## config.mk

```make
export PLATFORM = sky130hd
export DESIGN_NAME = esfu_flags
export DESIGN_NICKNAME = d
export VERILOG_FILES = /design/src/esfu_pkg.sv /design/src/esfu_flags.sv
export SDC_FILE = /design/constraint.sdc
export NUM_CORES = 1
export LEC_CHECK = 0
export ABC_AREA = 1
export BUFFER_PORTS_ARGS = -buffer_cell sky130_fd_sc_hd__buf_2
export CAP_MARGIN = 15
export CORE_MARGIN = 2
export CORE_UTILIZATION = 33
export CTS_CLUSTER_SIZE = 16
export DETAILED_ROUTE_END_ITERATION = 12
export HOLD_SLACK_MARGIN = 0.15
export PLACE_DENSITY_LB_ADDON = 0.2
export SLEW_MARGIN = 20
export SYNTH_ARGS = -nofsm -noshare
export SYNTH_HDL_FRONTEND = slang
export SYNTH_SLANG_ARGS = --single-unit
```

## constraint.sdc

```tcl
create_clock -name CLK -period 0.9 [get_ports CLK]
set_input_delay 0.18 -clock CLK [delete_from_list [all_inputs] [get_ports CLK]]
set_output_delay 0.18 -clock CLK [all_outputs]
set_load 0.01 [all_outputs]
```

## src/esfu_pkg.sv

```systemverilog
// Package with bit positions, reset values and widths of the upper error-status flags.
package esfu_pkg;
  localparam int FLAG_W = 7;
  localparam int FLAG_LSB = 4;
  localparam int BIT_THERMAL = 10;
  localparam int BIT_LOCK = 9;
  localparam int BIT_B_TABORT = 8;
  localparam int BIT_B_UNSC = 7;
  localparam int BIT_A_TABORT = 6;
  localparam int BIT_A_UNSC = 5;
  localparam int BIT_APERTURE = 4;
  localparam logic [6:0] FLAGS_RESET = 7'h00;
  // Flags allowed to raise a message; the lock flag (field bit 5) never does.
  localparam logic [6:0] MSG_CAPABLE = 7'h5f;
  localparam logic [1:0] SYNC_RESET = 2'h3;
endpackage

```

## src/esfu_flags.sv

```systemverilog
// Sticky error-status flags, bits 10 to 4, with message requests on rising flags other than the lock flag (bit 9).
// Function
// Thermal trip edge or overtemperature sets bit 10
// Locked cycle to non-DRAM sets bit 9
// Link B target abort sets bit 8
// Link B unimplemented special cycle sets bit 7
// Link A target abort sets bit 6
// Link A unimplemented special cycle sets bit 5
// Access outside aperture sets bit 4
// Flags stay set; write one clears
// Messages only when matching enable bit set
// Message raised only on zero-to-one transition
// Set wins over simultaneous clear
`timescale 1ns/1ps
module esfu_flags (
  input wire logic CLK,
  input wire logic NRST,
  input wire logic THERMAL_TRIP_INPUT_N,
  input wire logic MEM_OVERTEMP,
  input wire logic LOCK_NONDRAM_EVT,
  input wire logic LINK_B_TABORT_EVT,
  input wire logic LINK_B_UNSC_EVT,
  input wire logic LINK_A_TABORT_EVT,
  input wire logic LINK_A_UNSC_EVT,
  input wire logic APERTURE_MISS_EVT,
  input wire logic CLEAR_WE,
  input wire logic [6:0] CLEAR_DATA,
  input wire logic [6:0] ERROR_MESSAGE_ENABLES,
  input wire logic [6:0] CONTROL_IRQ_ENABLES,
  input wire logic [6:0] SYSTEM_MGMT_IRQ_ENABLES,
  output logic [6:0] FLAGS,
  output logic SERR_MSG,
  output logic SCI_MSG,
  output logic SMI_MSG
);
  logic [1:0] trip_sync_r;
  logic trip_prev_r;
  logic [6:0] flags_r;
  logic [6:0] flags_nxt;
  logic [6:0] set_vec;
  logic [6:0] rise_vec;
  logic serr_r;
  logic sci_r;
  logic smi_r;
  logic thermal_set;

  // The trip pin is asynchronous; only the second stage is read by logic.
  always_ff @(posedge CLK or negedge NRST) begin
    if (!NRST) begin
      trip_sync_r <= esfu_pkg::SYNC_RESET;
    end else begin
      trip_sync_r <= {trip_sync_r[0], THERMAL_TRIP_INPUT_N};
    end
  end

  // The previous level starts at the pin's idle high level, so reset release is no edge.
  always_ff @(posedge CLK or negedge NRST) begin
    if (!NRST) begin
      trip_prev_r <= 1'b1;
    end else begin
      trip_prev_r <= trip_sync_r[1];
    end
  end

  // A trip is taken on a low-to-high change of the synchronised pin level.
  assign thermal_set = (~trip_prev_r & trip_sync_r[1]) | MEM_OVERTEMP;

  // Maps a status register bit number onto its position in the 7-bit field.
  function automatic int flag_idx(input int status_bit);
    return status_bit - esfu_pkg::FLAG_LSB;
  endfunction

  always_comb begin
    set_vec = '0;
    set_vec[flag_idx(esfu_pkg::BIT_THERMAL)] = thermal_set;
    set_vec[flag_idx(esfu_pkg::BIT_LOCK)] = LOCK_NONDRAM_EVT;
    set_vec[flag_idx(esfu_pkg::BIT_B_TABORT)] = LINK_B_TABORT_EVT;
    set_vec[flag_idx(esfu_pkg::BIT_B_UNSC)] = LINK_B_UNSC_EVT;
    set_vec[flag_idx(esfu_pkg::BIT_A_TABORT)] = LINK_A_TABORT_EVT;
    set_vec[flag_idx(esfu_pkg::BIT_A_UNSC)] = LINK_A_UNSC_EVT;
    set_vec[flag_idx(esfu_pkg::BIT_APERTURE)] = APERTURE_MISS_EVT;
  end

  // Clear first and OR the new events in after, so an error is never lost to a clear.
  always_comb begin
    flags_nxt = flags_r;
    if (CLEAR_WE) begin
      flags_nxt = flags_r & ~CLEAR_DATA;
    end
    flags_nxt = flags_nxt | set_vec;
  end

  always_ff @(posedge CLK or negedge NRST) begin
    if (!NRST) begin
      flags_r <= esfu_pkg::FLAGS_RESET;
    end else begin
      flags_r <= flags_nxt;
    end
  end

  // Only a zero-to-one change counts; a flag held high stays quiet.
  assign rise_vec = flags_nxt & ~flags_r & esfu_pkg::MSG_CAPABLE;

  // Registered requests cost one cycle but give the hub clean one-cycle pulses.

  always_ff @(posedge CLK or negedge NRST) begin
    if (!NRST) begin
      serr_r <= 1'b0;
      sci_r <= 1'b0;
      smi_r <= 1'b0;
    end else begin
      serr_r <= |(rise_vec & ERROR_MESSAGE_ENABLES);
      sci_r <= |(rise_vec & CONTROL_IRQ_ENABLES);
      smi_r <= |(rise_vec & SYSTEM_MGMT_IRQ_ENABLES);
    end
  end

  assign FLAGS = flags_r;
  assign SERR_MSG = serr_r;
  assign SCI_MSG = sci_r;
  assign SMI_MSG = smi_r;
endmodule // esfu_flags

```

* Word level (Yosys, flattened, before mapping)
Index checks and enable logic that the tools add are counted.
Operators by class: multiplexer cells 1, bitwise gates (word level) 11, reductions and logical operators 3
Operator list (count):
- 7-bit AND | 5
- 7-bit OR reduction | 3
- 7-bit inverter | 2
- 7-bit two-way mux | 1
- 7-bit OR | 1
- 1-bit AND | 1
- 1-bit inverter | 1
- 1-bit OR | 1
Word-level totals: flip-flop bits (word level) 13, input port bits 39, output and inout bits 10, logic and storage cells 21

* Logic depth before layout (Yosys ltp)
depth after elaboration 7, gate-level depth with buffers 5, gate-level depth less buffers 5

* Worst setup path before layout
OpenSTA, ideal clock, no wires.
kind reg-to-reg, start point register trip_prev_r, end point register flags_r[6], in the netlist FLAGS[6], library setup time 124 ps, arrival 849 ps, data required time 776 ps, path slack -73 ps, stages on the path, launching flop included 5, buffers on the path 0, clock period less this slack 973 ps, cell sequence dfstp_2 inv_1 nand2_1 nand2_1 or2_1
On the way: longest elaborated chain between the ends 4
RTL lines:
- start: declaration | RTL line esfu_flags.sv:37 | logic trip_prev_r;
- start signal: assignment | RTL line esfu_flags.sv:61 | trip_prev_r <= trip_sync_r[1];
- 1-bit inverter | RTL line esfu_flags.sv:66 | assign thermal_set = (~trip_prev_r & trip_sync_r[1]) | MEM_OVERTEMP;
- 1-bit AND | RTL line esfu_flags.sv:66
- 1-bit OR | RTL line esfu_flags.sv:66
- 7-bit OR | RTL line esfu_flags.sv:90 | flags_nxt = flags_nxt | set_vec;
- named net flags_nxt[6] | RTL line esfu_flags.sv:39 | logic [6:0] flags_nxt;
- end signal: assignment | RTL line esfu_flags.sv:95 | flags_r <= esfu_pkg::FLAGS_RESET;
- end signal: assignment | RTL line esfu_flags.sv:97 | flags_r <= flags_nxt;
- end: declaration | RTL line esfu_flags.sv:38 | logic [6:0] flags_r;
The timed path passes the listed nets, and every way through them passes these cells.

* Worst setup path in the final report
start point register flags_r[0], in the netlist FLAGS[0], end point output port FLAGS[0]
RTL lines:
- end: declaration | RTL line esfu_flags.sv:31 | output logic [6:0] FLAGS,
No word-level cell between the ends.

==> results_dict.tcl <==
set metrics [dict create \
    outcome "complete, but fails checks" \
    violations "negative setup slack" \
    rrSetupSlack_ps -80 \
    syn_nets 114 \
    min_period_ps 998 \
    routedWlPerCell_um 10.6 \
    synth_top_area_share_pct 41.0 \
    dp_slack_ps -90.9 \
    worstSetupPathType "flip-flop to primary output" \
    grt_pass1_wl_um 2340 \
    syn_area_per_cell_um2 8.14 \
    yosysSeqAreaShare_pct 53.9 \
    p_leak_nw 0.555 \
    die_w_um 47.0 \
    start_kind "flip-flop" \
    final_area_um2 991 \
    endpoint_kind "primary output" \
    yosysWarningCount 0 \
    path_max_fanout 2 \
    placed_cell_area_um2 877 \
    cts_inserted_buffers 3 \
    port_buffers 45 \
    synthToLayoutAreaGrowth_pct 62.3 \
    fillers 179 \
    n_antenna_cell 0 \
    synth-seq-cells 13 \
    start_util_pct 35.4 \
    synth_top_family_by_area "simple AND/OR/NAND/NOR gates" \
    dr.first_iter.drc_count 4 \
    r2r_cells 4 \
    cpPeakStageDelay_ps 400 \
    muxShareOfSynthArea_pct 0 \
    maxCapViolCount 0 \
    ys_types 9 \
    timing.final.crit_share_pct 111 \
    antenna_left 0 \
    grt_setup_unrepaired "yes" \
    max_freq_ghz 1.00 \
    dieArea_um2 2210 \
    cp_cell_sequence "buf_2" \
    clock-sinks 13 \
    min_path_cells 2 \
    dr_total_vias 684 \
    grt_usage_pct 15.7 \
    critical-path-slowest-cell "dfrtp_1" \
    clk_path_buf_depth 2 \
    via_per_inst 4.38 \
    grt_pass1_vias 608 \
    slew_headroom_pct 80.5 \
    synthSimpleGateAreaFrac_pct 31.4 \
    netlist_area_um2 611 \
    yosysTopAreaCell "dfrtp_1" \
    layout_common_cells "buf_2 (43), nand3_1 (16), dfrtp_1 (10), nand2_1 (9), inv_1 (8)" \
    setup_viol 15 \
    layout_commonest_cell "buf_2" \
    hp-class "input pin to flip-flop" \
    synth_xor_area_share_pct 0 \
    die_height_um 47.0 \
    tightest_slew_ps 292 \
    grt_overflow 0 \
    rows 15 \
    grt_max_degree 14 \
    syn-instance-count 75 \
    ys_top_cells_by_area "dfrtp_1 (41%), nand3_1 (15%), dfstp_2 (13%), inv_1 (8.6%), nand2_1 (6.8%)" \
    synth-compound-area-share_pct 6.15 \
    cp.required_ps 720 \
    worst-path-stages 1 \
    place_congestion 0.774 \
    slew_violations 0 \
    critPathBufInv 1 \
    p_per_area_nw_per_um2 1300 \
    ir_drop_uv 737 \
    antenna_found_initial 0 \
    cp_data_arrival_time_ps 820 \
    clock_skew_ps 8.45 \
    path_clk_slew_ps 80 \
    drc 0 \
    worstSkewPairLatency_ps 270 \
    drive_gt1_share_pct 48.9 \
    final-hold-violation-count 0 \
    cts-root-buf "clkbuf_4" \
    ios 49 \
    finalNetCount 171 \
    detailed_place_hpwl_um 1270 \
    synth_fa_ha_area_share_pct 0 \
    drtPass1Iterations 4 \
    htreeDepth 1 \
    core_um2 1730 \
    cp_top_family "flip-flops" \
    wl_um 1650 \
    cts_tree "done" \
    postLayoutSetupSlackWorst_ps -98.1 \
]
## timing repair
item / 4_1_cts / 5_1_grt
hold buffers: 5 / 0
setup buffers: 1 / 0
resized for setup: 1 / 12
pin swaps: 1 / 2
setup endpoints to repair: 14 / 19
hold endpoints to repair: 20 / 0
## power by group
| group | leakage [nW] | internal [W] | switching, W |
|---|---|---|---|
| Clock | 0.0150 | 0.000172 | 0.000183 |
| Combinational | 0.400 | 0.000150 | 0.000135 |
| Sequential | 0.140 | 0.000632 | 0.0000210 |
| Total | 0.555 | 0.000954 | 0.000339 |
## cells in the mapped netlist
master,number
nand3_1,18
inv_1,14
nand2_1,11
dfrtp_1,10
a21oi_1,6
nor2_1,6
or2_1,6
dfstp_2,3
a21o_1,1
## final timing paths
path | from | to
setup reg to reg | trip_prev_r$_DFF_PN1_ | FLAGS[6]$_DFF_PN0_
max in group asynchronous | NRST | trip_sync_r[0]$_DFF_PN1_
hold reg to reg | trip_sync_r[0]$_DFF_PN1_ | trip_sync_r[1]$_DFF_PN1_
hold / removal | LINK_A_UNSC_EVT | FLAGS[1]$_DFF_PN0_
min in group asynchronous | NRST | SERR_MSG$_DFF_PN0_
setup / recovery | FLAGS[0]$_DFF_PN0_ | FLAGS[0]
## cell families after synthesis
| logic type | count (synthesis) |
|---|---|
| flops | 13 |
| compound gates | 7 |
| simple gates | 41 |
| buf+inv | 14 |
## metal layers
| metal | track usage (%) | vias up | routed length [um] |
|---|---|---|---|
| li1 | - | 350 | - |
| met3 | 3.46 | 2 | 107 |
| met4 | 8.33 | 0 | 10 |
| met5 | 0 | - | 0 |
| met1 | 18.7 | 310 | 685 |
| met2 | 26.3 | 22 | 845 |
## sequential cells by signal, summed over array words and instances, names as in the netlist
signal and cells:
FLAGS 7, SMI_MSG 1, SCI_MSG 1, SERR_MSG 1
trip_prev_r 1, trip_sync_r 2
## final cells by class
class                   count  area, um^2  share of cell area, %
clock buffers               4        26.3                   2.65
multi-input cells          48         246                   24.9
well taps                  25        31.3                   3.16
inverters                  14        52.6                   5.30
repair buffers             52         305                   30.8
flip-flops and latches     13         329                   33.2
## through the flow
| stage | instances | util, % | TNS [ps] | power (W) | hold WS (ps) |
|---|---|---|---|---|---|
| floorplan | 75 | - | -52.8 | 0.000755 | -116 |
| global placement | 146 | 50.8 | -88.7 | 0.000901 | 81.9 |
| detailed placement | 146 | 50.8 | -177 | 0.000906 | 79.9 |
| CTS | 156 | 55.7 | -933 | 0.00128 | 139 |
| global route | 156 | 57.4 | -1430 | 0.00137 | 151 |
| finish | 156 | 57.4 | -870 | 0.00129 | 145 |
(Power assumes the default switching activity.)
